[src/common/clk_pkg.sv]
`default_nettype none
package clk_pkg;

   // register byte offsets
   localparam logic [11:0] RATIO_OFFSET  = 12'h000;
   localparam logic [11:0] INTEN_OFFSET  = 12'h004;
   localparam logic [11:0] FLAG_OFFSET   = 12'h008;
   localparam logic [11:0] STATUS_OFFSET = 12'h00c;
   localparam logic [11:0] MASK_OFFSET   = 12'h010;

   // field positions
   localparam int READY_BIT      = 0;  // ready flag / ready enable
   localparam int PENDING_BIT    = 0;  // status: ratio change in flight
   localparam int EFF_RATIO_LSB  = 8;  // status: ratio now in use
   localparam int COMPARATOR_BIT = 0;  // mask bit of comparator_bus_clock
   localparam int CONVERTER0_BIT = 1;  // mask bit of converter0_bus_clock

   // widths
   localparam int RATIO_W = 8;
   localparam int MASK_W  = 8;

   // reset values
   localparam logic [RATIO_W-1:0] RATIO_RESET = 8'h01;  // undivided
   localparam logic [MASK_W-1:0]  MASK_RESET  = 8'hfc;  // comparator, converter0 off
   localparam logic               INTEN_RESET = 1'b0;
   localparam logic               FLAG_RESET  = 1'b1;

   // a ratio is legal when it is a nonzero power of two
   function automatic logic ratio_legal(input logic [RATIO_W-1:0] r);
      logic [RATIO_W-1:0] rm1;
      rm1 = r - 8'h01;
      return (r != 8'h00) && ((r & rm1) == 8'h00);
   endfunction

endpackage
`default_nettype wire

[src/common/presc_if.sv]
`timescale 1ns/1ps
`default_nettype none
interface presc_if;
   import clk_pkg::*;

   logic [RATIO_W-1:0] new_ratio;  // ratio to apply
   logic               load;       // one-cycle request to apply new_ratio
   logic               done;       // one-cycle pulse: new ratio in effect
   logic [RATIO_W-1:0] eff_ratio;  // ratio now in use
   logic [MASK_W-1:0]  mask;       // bus clock mask bits

   modport ctrl (output new_ratio, output load, output mask,
                 input done, input eff_ratio);
   modport core (input new_ratio, input load, input mask,
                 output done, output eff_ratio);
endinterface
`default_nettype wire

[src/rtl/cpu_ratio_prescaler.sv]
`timescale 1ns/1ps
`default_nettype none
module cpu_ratio_prescaler
   import clk_pkg::*;
(
   input  wire logic              pclk,        // main_clock_input
   input  wire logic              presetn,     // async reset, active low
   presc_if.core                  pif,         // control from register file
   output logic                   cpu_tick,    // cpu domain clock enable
   output logic [MASK_W-1:0]      bus_clk_en   // gated peripheral enables
);

   logic [RATIO_W-1:0] eff_q,  eff_d;
   logic [RATIO_W-1:0] cnt_q,  cnt_d;
   logic [RATIO_W-1:0] nxt_q,  nxt_d;
   logic               pend_q, pend_d;
   logic               done_q, done_d;
   logic               tick_q, tick_d;
   logic [MASK_W-1:0]  en_q,   en_d;
   logic               wrap;

   // a change stays pending from the load until the boundary swap
   function automatic logic pend_pick();
      return pend_q | pif.load;
   endfunction

   // 8-bit prescaler; a period ends when the counter reaches ratio-1
   always_comb
   begin
      wrap   = (cnt_q == eff_q - 8'h01);
      cnt_d  = wrap ? 8'h00 : cnt_q + 8'h01;
      eff_d  = eff_q;
      nxt_d  = nxt_q;
      pend_d = pend_pick();
      done_d = 1'b0;
      if (pif.load)
      begin
         nxt_d = pif.new_ratio;
      end
      // switch only on a period boundary so no period is cut short
      if (pend_q && wrap)
      begin
         eff_d  = nxt_q;
         pend_d = 1'b0;
         done_d = 1'b1;
      end
      // one shared tick, so every derived enable moves together
      tick_d = (cnt_d == 8'h00);
      en_d   = tick_d ? pif.mask : '0;
   end

   always_ff @(posedge pclk or negedge presetn)
   begin
      if (!presetn)
      begin
         eff_q  <= RATIO_RESET;
         cnt_q  <= 8'h00;
         nxt_q  <= RATIO_RESET;
         pend_q <= 1'b0;
         done_q <= 1'b0;
         tick_q <= 1'b0;
         en_q   <= '0;
      end
      else
      begin
         eff_q  <= eff_d;
         cnt_q  <= cnt_d;
         nxt_q  <= nxt_d;
         pend_q <= pend_d;
         done_q <= done_d;
         tick_q <= tick_d;
         en_q   <= en_d;
      end
   end

   assign cpu_tick      = tick_q;
   assign bus_clk_en    = en_q;
   assign pif.done      = done_q;
   assign pif.eff_ratio = eff_q;

endmodule
`default_nettype wire

[src/rtl/cpu_clock_prescaler_mask.sv]
`timescale 1ns/1ps
`default_nettype none
module cpu_clock_prescaler_mask
   import clk_pkg::*;
#(
   parameter int ADDR_W = 12     // apb address width
)
(
   input  wire logic              pclk,             // main_clock_input
   input  wire logic              presetn,          // async reset, active low
   input  wire logic              psel,             // apb select
   input  wire logic              penable,          // apb access phase
   input  wire logic              pwrite,           // apb direction
   input  wire logic [ADDR_W-1:0] paddr,            // apb byte address
   input  wire logic [31:0]       pwdata,           // apb write data
   output logic [31:0]            prdata,           // apb read data
   output logic                   pready,           // apb ready
   output logic                   pslverr,          // apb error
   output logic                   cpu_tick,         // cpu domain clock enable
   output logic [MASK_W-1:0]      bus_clk_en,       // per-peripheral enables
   output logic                   ready_irq,        // clock ready interrupt
   output logic                   access_violation  // to access_controller
);

   presc_if pif ();

   // register state
   logic [RATIO_W-1:0] ratio_q, ratio_d;   // cpu_ratio_register
   logic               inten_q, inten_d;   // interrupt_enable_set
   logic               flag_q,  flag_d;    // clock_ready_flag
   logic               pend_q,  pend_d;    // change in flight
   logic [MASK_W-1:0]  mask_q,  mask_d;    // bus_clock_mask
   logic               viol_q,  viol_d;
   logic               load_q,  load_d;
   logic [31:0]        rdata_q, rdata_d;
   logic               err_q,   err_d;

   // bus decode
   logic              setup_ph;
   logic              wr_take;
   logic [11:0]       offs;
   logic              hit;
   logic [31:0]       rd_mux;

   assign setup_ph = psel && !penable;
   assign wr_take  = psel && penable && pwrite;   // pready is always high
   assign offs     = 12'(paddr);

   // address decode and read mux, evaluated during the setup phase
   always_comb
   begin
      hit    = 1'b1;
      rd_mux = 32'h0000_0000;
      case (offs)
         RATIO_OFFSET:
         begin
            rd_mux[RATIO_W-1:0] = ratio_q;
         end
         INTEN_OFFSET:
         begin
            rd_mux[READY_BIT] = inten_q;
         end
         FLAG_OFFSET:
         begin
            rd_mux[READY_BIT] = flag_q;
         end
         STATUS_OFFSET:
         begin
            rd_mux[PENDING_BIT] = pend_q;
            rd_mux[EFF_RATIO_LSB +: RATIO_W] = pif.eff_ratio;
         end
         MASK_OFFSET:
         begin
            rd_mux[MASK_W-1:0] = mask_q;
         end
         default:
         begin
            hit = 1'b0;
         end
      endcase
   end

   // apb answer: data and error captured in setup, shown in access
   always_comb
   begin
      rdata_d = rdata_q;
      err_d   = err_q;
      if (setup_ph)
      begin
         rdata_d = pwrite ? 32'h0000_0000 : rd_mux;
         err_d   = !hit;
      end
   end

   // register writes and the ratio change handshake
   always_comb
   begin
      ratio_d = ratio_q;
      inten_d = inten_q;
      mask_d  = mask_q;
      flag_d  = flag_q;
      pend_d  = pend_q;
      viol_d  = 1'b0;
      load_d  = 1'b0;
      if (wr_take)
      begin
         case (offs)
            RATIO_OFFSET:
            begin
               // value is always stored; it is only forwarded when safe
               ratio_d = pwdata[RATIO_W-1:0];
               if (pend_q)
               begin
                  viol_d = 1'b1;
               end
               else if (!ratio_legal(pwdata[RATIO_W-1:0]))
               begin
                  viol_d = 1'b1;
               end
               else
               begin
                  // no halt needed: the prescaler swaps on a boundary
                  load_d = 1'b1;
                  pend_d = 1'b1;
                  flag_d = 1'b0;
               end
            end
            INTEN_OFFSET:
            begin
               inten_d = pwdata[READY_BIT];
            end
            FLAG_OFFSET:
            begin
               if (pwdata[READY_BIT])
               begin
                  flag_d = 1'b0;
               end
            end
            MASK_OFFSET:
            begin
               mask_d = pwdata[MASK_W-1:0];
            end
            default:
            begin
               ratio_d = ratio_q;
            end
         endcase
      end
      // completion sets the flag and wins over a same-cycle clear
      if (pif.done)
      begin
         flag_d = 1'b1;
         pend_d = 1'b0;
      end
   end

   always_ff @(posedge pclk or negedge presetn)
   begin
      if (!presetn)
      begin
         ratio_q <= RATIO_RESET;
         inten_q <= INTEN_RESET;
         flag_q  <= FLAG_RESET;
         pend_q  <= 1'b0;
         mask_q  <= MASK_RESET;
         viol_q  <= 1'b0;
         load_q  <= 1'b0;
         rdata_q <= 32'h0000_0000;
         err_q   <= 1'b0;
      end
      else
      begin
         ratio_q <= ratio_d;
         inten_q <= inten_d;
         flag_q  <= flag_d;
         pend_q  <= pend_d;
         mask_q  <= mask_d;
         viol_q  <= viol_d;
         load_q  <= load_d;
         rdata_q <= rdata_d;
         err_q   <= err_d;
      end
   end

   // hand the accepted ratio and the mask to the prescaler
   assign pif.new_ratio = ratio_q;
   assign pif.load      = load_q;
   assign pif.mask      = mask_q;

   cpu_ratio_prescaler u_presc (
      .pclk       (pclk),
      .presetn    (presetn),
      .pif        (pif),
      .cpu_tick   (cpu_tick),
      .bus_clk_en (bus_clk_en)
   );

   // apb outputs; zero wait states keep the slave simple
   assign prdata  = rdata_q;
   assign pready  = 1'b1;
   assign pslverr = err_q && psel && penable;

   // interrupt follows the sticky flag gated by its enable
   assign ready_irq        = flag_q && inten_q;
   assign access_violation = viol_q;

endmodule
`default_nettype wire

[config.mk]
export PLATFORM = sky130hd
export DESIGN_NAME = cpu_clock_prescaler_mask
export DESIGN_NICKNAME = d
export VERILOG_FILES = /design/src/common/clk_pkg.sv /design/src/common/presc_if.sv /design/src/rtl/cpu_ratio_prescaler.sv /design/src/rtl/cpu_clock_prescaler_mask.sv
export SDC_FILE = /design/constraint.sdc
export NUM_CORES = 1
export LEC_CHECK = 0
export ABC_AREA = 0
export BUFFER_PORTS_ARGS = -buffer_cell sky130_fd_sc_hd__buf_2
export CORE_MARGIN = 3
export CORE_UTILIZATION = 50
export CTS_BUF_LIST = sky130_fd_sc_hd__clkbuf_8
export DETAILED_ROUTE_END_ITERATION = 8
export MAX_ROUTING_LAYER = met4
export PLACE_DENSITY = 0.83
export SLEW_MARGIN = 20
export SYNTH_ARGS = -nofsm -noshare
export SYNTH_HDL_FRONTEND = slang
export SYNTH_SLANG_ARGS = --single-unit
[constraint.sdc]
create_clock -name pclk -period 4.9 [get_ports pclk]
set_clock_uncertainty 0.05 [all_clocks]
set_input_delay 0.245 -clock pclk [delete_from_list [all_inputs] [get_ports pclk]]
set_output_delay 0.245 -clock pclk [all_outputs]
set_load 0.02 [all_outputs]
### After elaboration in Yosys (flattened, before gate mapping)

Index checks and enable logic that the tools add are counted.

* output and inout port bits: 45
* bits in registers: 89
* input bits: 49

* eq/ne operators: 8
* bitwise logic cells: 2
* reductions and logical operators: 23
* $add $sub $neg: 3
* muxes and demuxes: 27

Operator list (count)
* $eq 12x4->1 const B: 2
* $mux 8: 3
* $mux 1: 20
* $logic_not 8->1: 2
* $mux 16: 1
* $sub 8x1->8 const B: 2
* $pmux 7 s2: 1
* $eq 12x3->1 const B: 1
* $eq 12x5->1 const B: 1
* $logic_not 12->1: 1
* $ne 3x2->1 const B: 3
* $add 8x1->8 const B: 1
* $and 8x8->8: 1
* $eq 8x8->1: 1
* $logic_and 1x1->1: 8
* $reduce_and 2->1: 4
* $reduce_bool 8->1: 1
* $pmux 1 s5: 1
* $reduce_and 5->1: 1
* $reduce_or 5->1: 1
* $reduce_bool 2->1: 2
* $reduce_bool 3->1: 1
* $logic_not 1->1: 2
* $pmux 1 s2: 1
* $or 1x1->1: 1

### Logic depth before layout (Yosys ltp)

Gate-level depths: netlist of run 1.

* depth in word-level cells: 9
* depth in mapped cells: 9

### By module

From an unflattened synthesis of run 1, not the netlist that was laid out.

* cell total of the unflattened synthesis: 301
* area total of the unflattened synthesis: 3550.9 µm²

Modules (own cells, without submodules)
* cpu_clock_prescaler_mask: sequential area each 960.9 µm², instances 1, cells an instance 164, area each 1866.8 µm²
* cpu_ratio_prescaler: sequential area each 878.3 µm², instances 1, cells an instance 137, area each 1684.1 µm²

### Worst setup path before layout of run 1

Ideal clock, no wire load.

* kind: register to register
* start: register u_presc.eff_q[0], in the netlist u_presc.pif.eff_ratio[0]
* end: register u_presc.eff_q[1], in the netlist u_presc.pif.eff_ratio[1]
* cell stages (with the launch flop): 9
* slack: 2.764 ns
* library setup time: 0.125 ns
* required time: 4.725 ns
* data arrival time: 1.962 ns
* path buffers: 0
* period minus slack after synthesis: 2.136 ns
* cells stage by stage: dfstp_2 > inv_1 > ha_1 > nor3b_1 > nand2_1 > xnor2_1 > a2111oi_4 > nand3_4 > mux2_2

* longest elaborated chain between the ends: 3

Ends and longest elaborated chain
* start, declared: RTL line cpu_ratio_prescaler.sv:13 `logic [RATIO_W-1:0] eff_q, eff_d;`
* start signal, assigned: RTL line cpu_ratio_prescaler.sv:56 `eff_q <= RATIO_RESET;`
* start signal, assigned: RTL line cpu_ratio_prescaler.sv:66 `eff_q <= eff_d;`
* $sub 8x1->8: RTL line cpu_ratio_prescaler.sv:30 `wrap = (cnt_q == eff_q - 8'h01);`
* $eq 8x8->1: RTL line cpu_ratio_prescaler.sv:30
* $logic_and 1x1->1: RTL line cpu_ratio_prescaler.sv:41 `if (pend_q && wrap)`

No other way between the ends.
A chain may end at the register's enable or synchronous reset.

### Worst setup path after layout of run 1

* start: register u_presc.eff_q[0], in the netlist u_presc.pif.eff_ratio[0]
* end: register u_presc.en_q[1], in the netlist u_presc.bus_clk_en[1]

* longest elaborated chain between the ends: 5

Ends and longest elaborated chain
* $sub 8x1->8: RTL line cpu_ratio_prescaler.sv:30
* $eq 8x8->1: RTL line cpu_ratio_prescaler.sv:30
* $mux 8: RTL line cpu_ratio_prescaler.sv:31 `cnt_d = wrap ? 8'h00 : cnt_q + 8'h01;`
* $logic_not 8->1: RTL line cpu_ratio_prescaler.sv:48 `tick_d = (cnt_d == 8'h00);`
* $mux 8: RTL line cpu_ratio_prescaler.sv:49 `en_d = tick_d ? pif.mask : '0;`
* net u_presc.en_d[1]: RTL line cpu_ratio_prescaler.sv:19 `logic [MASK_W-1:0] en_q, en_d;`
* end signal, assigned: RTL line cpu_ratio_prescaler.sv:72 `en_q <= en_d;`
* end, declared: RTL line cpu_ratio_prescaler.sv:19

The timed path passes the listed nets, and every way through them passes these cells.

==> run metrics, run 1 <==
synth unique cells=45; vias in the first global route=2292; Post-Place Cells=413; layout cells sized above 1=32.1%; Place WS=2.32 ns; Critical Path RT=5.04 ns; part of the cycle the worst path needs=51.9%; # DRC=0; die footprint=7920 um^2; setup repair after global routing missed its margin=no; Core Area=6490 um^2; leading cell type in the layout, fill and taps excluded=dfrtp_1; Startpoint Class=flip-flop; hold buffers post-CTS=0; PwrDens=294 nW/um^2; antenna violations before repair=0; fillcell total=514; drt first pass iters=5; FFs w/ async S/R, synth=100%; Starting DRT DRC Count=115; Min-Delay Path Class=in -> async; PortBufs=52; YS warnings=0; Worst EP arrival=2.69 ns; Final setup violation count=0; Leak Pwr=1.91 nW; setup TNS=0 ns; drt total wl=6560 um; most frequent cells in the layout=63 x dfrtp_1, 52 x buf_2, 31 x mux2_2; final hold viol count=0; GRT Residual Overflow=0; average cell area after synthesis=11.5 um^2; Worst path slowest cell=a21oi_1; Post-synth EDFFs=0; outcome=completed; Slew @ Worst Pin=0.910 ns; global-route total usage across every layer=19.3%; non-filler cells, final=429; routed via count=2359; Clk network pwr share=42.3%; htree depth=3; cell internal pwr=897 uW; chip height=89.0 um; critical path cell sequence=inv_1, ha_1, xor2_1, nor2_1, a21oi_1, a2111oi_4, a21oi_1, nor2b_1; row cnt=29; CTS Buf Count=9; clock root buffer=clkbuf_8; register share of total power=53.0%; Design Area, Final=3880 um^2; Seq cells post-synth=73; top-level I/O count=94; # diodes=0; worst vdd ir=0.187 mV; Final Net Count=398; Critical Path Sink Type=flip-flop; DR vias/cell=5.50; setup bufs post-CTS=0; worst-path fanout max=9; Hold WS=0.0448 ns; R2R Path Start=u_presc.pif.eff_ratio[0]; Syn-to-layout area delta=12.7%; Setup crit start=u_presc.pif.eff_ratio[0]; GPL Wtd Cong=0.831; Worst slew margin=39.3%; MaxCap Viol Count=0; DP Area=3670 um^2; Peak Freq=0.393 GHz; worst-skew pair later-pin latency=0.34 ns; first-pass GRT wire length=11100 um; Net Switching=245 uW; Resized cells post-CTS=0; CP most frequent cell=a21oi_1; critical path class=reg -> reg; synthesized instance count=299; logic gate share of total power=4.7%; Initial Util=53.0%; post-DP HPWL=4630 um; DRT antenna net count=0; drt wl/cell=15.3 um; top_reg_cell synth=dfrtp_1; max-slew violations=0; minimum clock period=2.54 ns; sequential fraction of the synthesis area=53.4%; crit-path max cell delay=0.73 ns; Die X=89.0 um; sw frac=21.4%; CTS clk-pin slew, worst paths=0.07 ns; largest net degree at the start of global routing=74; Sink Count=73; Max Buffers Root-to-Sink=2; Synth Cell Area=3440 um^2; worst setup margin=2.36 ns; TritonCTS clock tree=yes
[path summary, 6_finish.rpt]
| kind | end | cells past startpoint | slack, ns |
|---|---|---|---|
| min in group pclk | mask_q[0] | 2 | 0.10 |
| setup reg to reg | u_presc.bus_clk_en[1] | 8 | 2.36 |
| setup / recovery | u_presc.bus_clk_en[1] | 8 | 2.36 |
| hold reg to reg | prdata[7] | 2 | 0.43 |
| hold / removal | u_presc.nxt_q[6] | 2 | 0.04 |
| max in group asynchronous | u_presc.cnt_q[2] | 2 | 4.20 |
[critical path, delay by kind of cell (launching register included)]
kind | cells | cell delay, ns
xor+xnor | 1 | 0.18
flops | 1 | 0.59
fa+ha+maj | 1 | 0.25
simple gates | 2 | 0.18
compound gates | 3 | 1.09
buf+inv | 1 | 0.06
[metal layers]
layer  GRT usage (%)  routed length, um  vias to the layer above
li1                -                  -                     1106
met1            24.0               2900                     1166
met2            29.6               3210                       72
met3            5.62                330                       15
met4            8.25                114                        0
met5               -                  0                        -
[through the flow]
stage	power, mW	util (%)
2_1_floorplan	0.652	-
3_3_place_gp	0.669	56.6
3_5_place_dp	0.670	56.6
4_1_cts	1.15	59.7
5_1_grt	1.19	59.7
6_report	1.14	59.7
[layout make-up]
type	count	area [um^2]	area share, %
Clock buffer	9	124	3.19
Clock inverter	7	81.3	2.10
Inverter	4	15.0	0.387
Multi-Input combinational cell	206	1460	37.5
Sequential cell	73	1840	47.4
Tap cell	77	96.3	2.48
Timing Repair Buffer	53	268	6.90
[state kept, by name, indices dropped and copies added, names as in the netlist, 8 cells and up]
register               cells
u_presc.nxt_q              8
u_presc.cnt_q              8
prdata                    16
pif.new_ratio              8
u_presc.pif.eff_ratio      8
u_presc.bus_clk_en         8
mask_q                     8
[cells in the mapped netlist, types with 7 or more instances]
cell / count / area, um^2
nand2_1: 17 / 63.8
and3_1: 9 / 56.3
a22oi_1: 7 / 52.6
clkbuf_1: 10 / 37.5
dfstp_2: 10 / 263
nor3_1: 8 / 40.0
dfrtp_1: 63 / 1580
nor2_1: 20 / 75.1
o21ai_0: 11 / 55.1
mux2_2: 31 / 349
xnor2_1: 16 / 140
nor2b_1: 12 / 75.1
a22o_1: 8 / 70.1
buf_4: 17 / 128
[kinds of logic (layout without fill, tap and decap cells)]
group,Yosys count,in the layout,share of synthesized area (%)
muxes,34,34,11.4
buffers and inverters,35,73,5.92
xor gates and xnor gates,21,21,5.34
AOI/OAI and AO/OA,41,41,8.58
adders and majority gates,3,3,1.02
DFF,73,73,53.4
other,2,17,0.218
and+or+nand+nor,90,90,14.1
[power by group through the flow]
stage / sequential [mW] / clock, mW / combinational (mW)
after floorplan: 0.616 / 0 / 0.0362
after global placement: 0.616 / 0 / 0.0532
after detailed placement: 0.616 / 0 / 0.0545
after CTS: 0.605 / 0.494 / 0.0549
after global routing: 0.604 / 0.523 / 0.0614
final: 0.605 / 0.483 / 0.0541
Power figures use the tool's default switching activity.
==> inputs of run 2 (changes only) <==
Settings changed: CORE_UTILIZATION 50 to 49, PLACE_DENSITY 0.83 to 0.84.
Clock period 4.9 ns to 2.26 ns, I/O delays scaled along.
==> run metrics, run 2 (synthesis gave the netlist of run 1 again) <==
outcome=completed; critical path class=reg -> reg; DR vias/cell=5.27 (-4.1%); Setup crit start=u_presc.pif.eff_ratio[0]; CTS Buf Count=9 (unchanged); Final Net Count=416 (+4.5%); max-slew violations=0 (unchanged); TritonCTS clock tree=yes; max reg flops=16 (unchanged); MaxCap Viol Count=0 (unchanged); Top Layer Used=met4; clock root buffer=clkbuf_8; DR WL met2=3620 um (+13%); drt first pass iters=4 (-1); leading cell type in the layout, fill and taps excluded=dfrtp_1; Worst EP arrival=2.43 ns (-0.26 ns); chip height=89.8 um (+0.94%); Core Area=6570 um^2 (+1.1%); Startpoint Class=flip-flop; layout cells sized above 1=37.8% (+5.7 points); Sink Count=73 (unchanged); top-level I/O count=94 (unchanged); Design Area, Final=4100 um^2 (+5.7%); cell internal pwr=1.80 mW (+100%); Finished Core Util=62.5% (+2.7 points); worst vdd ir=0.410 mV (+120%); antenna violations before repair=0 (unchanged); row cnt=29 (unchanged); drt total wl=7150 um (+9.0%); # diodes=0 (unchanged); htree depth=3 (unchanged); final hold viol count=0 (unchanged); Critical Path RT=2.43 ns (-2.61 ns); DP Area=3800 um^2 (+3.3%); register share of total power=55.6% (+2.6 points); vias in the first global route=2516 (+9.8%); part of the cycle the worst path needs=99.9% (+48 points); Slew @ Worst Pin=0.678 ns (-0.232 ns); Net Switching=559 uW (+130%); logic gate share of total power=5.5% (+0.8 points); DRT antenna net count=0 (unchanged); Initial Util=52.4% (-0.59 points); Syn-to-layout area delta=19.2%; Hold Path Origin=pwdata[3]; drt wl/cell=15.4 um (+0.98%); # DRC=0 (unchanged); PwrDens=575 nW/um^2 (+95%); largest net degree at the start of global routing=47 (-36%); Worst slew margin=54.8% (+15 points); DRT met1 WL=3000 um (+3.4%); global-route total usage across every layer=19.2% (-0.12 points); most frequent cells in the layout=63 x dfrtp_1, 52 x buf_2, 30 x mux2_2; GPL Wtd Cong=0.870 (+4.7%); PortBufs=52 (unchanged); sw frac=23.7% (+2.3 points); Leak Pwr=2.00 nW (+4.5%); die footprint=8070 um^2 (+1.9%); Starting DRT DRC Count=118 (+2.6%); setup repair after global routing missed its margin=yes; GRT Residual Overflow=0 (unchanged); Peak Freq=0.443 GHz (+13%); post-DP HPWL=5120 um (+11%); Critical Path Sink Type=flip-flop; CTS clk-pin slew, worst paths=0.07 ns (about the same); R2R Path Start=u_presc.pif.eff_ratio[0]; met3 wire length=439 um (+33%); Die X=89.8 um (+0.94%); first-pass GRT wire length=12000 um (+8.8%); Max Buffers Root-to-Sink=2 (unchanged); worst-path fanout max=8 (-1); routed via count=2442 (+3.5%); Min-Delay Path Class=in -> reg; Final setup violation count=0 (unchanged); minimum clock period=2.26 ns (-0.287 ns); Clk network pwr share=39.0% (-3.3 points); worst-skew pair later-pin latency=0.34 ns (about the same)
## run 2: area by class of cell
class,instances,area [um^2]
repair buffers,71,429
clock buffers,11,151
fillers,519,2470
flip-flops and latches,73,1840
clock inverters,5,31.3
inverters,4,15.0
well taps,93,116
multi-input cells,206,1520
## run 2: metrics by stage
stage               std cells  TNS (ns)  hold WS, ns  worst slack, ns  power (mW)
finish                    463         0       0.0250          0.00280        2.36
global route              463    -0.534       0.0123          -0.0880        2.46
CTS                       463         0      0.00213          0.00537        2.40
detailed placement        441    -0.677        0.132           -0.101        1.46
global placement          441         0        0.127           0.0207        1.46
floorplan                 314         0       -0.233            0.124        1.41
## run 2: metal layers
metal / GRT usage, % / vias up
li1: - / 1141
met1: 23.9 / 1204
met2: 30.6 / 86
met3: 4.84 / 11
met4: 6.90 / 0
met5: - / -
## run 2: timing repair
action	in CTS	in global routing
hold buffers	4	0
buffers inserted	2	0
resized for setup	7	9
setup endpoints to repair	13	25
pin swaps	2	3
endpoints found under the hold margin	26	0
## run 2: path summary, 6_finish.rpt
| path | endpoint | slack [ns] | cells after the start |
|---|---|---|---|
| min in group asynchronous | mask_q[1] | 0.28 | 2 |
| hold reg to reg | prdata[7] | 0.44 | 2 |
| hold / removal | pif.new_ratio[3] | 0.02 | 2 |
| setup / recovery | u_presc.pif.eff_ratio[7] | 0.003 | 8 |
| max in group asynchronous | u_presc.pif.eff_ratio[0] | 1.15 | 3 |
| setup reg to reg | u_presc.pif.eff_ratio[7] | 0.003 | 8 |
## run 2: power by group through the flow
stage          logic, mW  clock network, mW  registers [mW]
5_1_grt            0.144               1.01            1.31
3_5_place_dp       0.124                  0            1.34
6_report           0.129              0.919            1.31
2_1_floorplan     0.0785                  0            1.33
3_3_place_gp       0.120                  0            1.33
4_1_cts            0.129              0.955            1.31
## run 2: critical path, stage by stage (launching register included)
cell and delay (ns):
dfstp_2 0.39, buf_6 0.11, or4_4 0.48, nor2_4 0.11
xnor2_2 0.08, a2111oi_4 0.27, buf_4 0.19, nand3_4 0.13
mux2_4 0.32
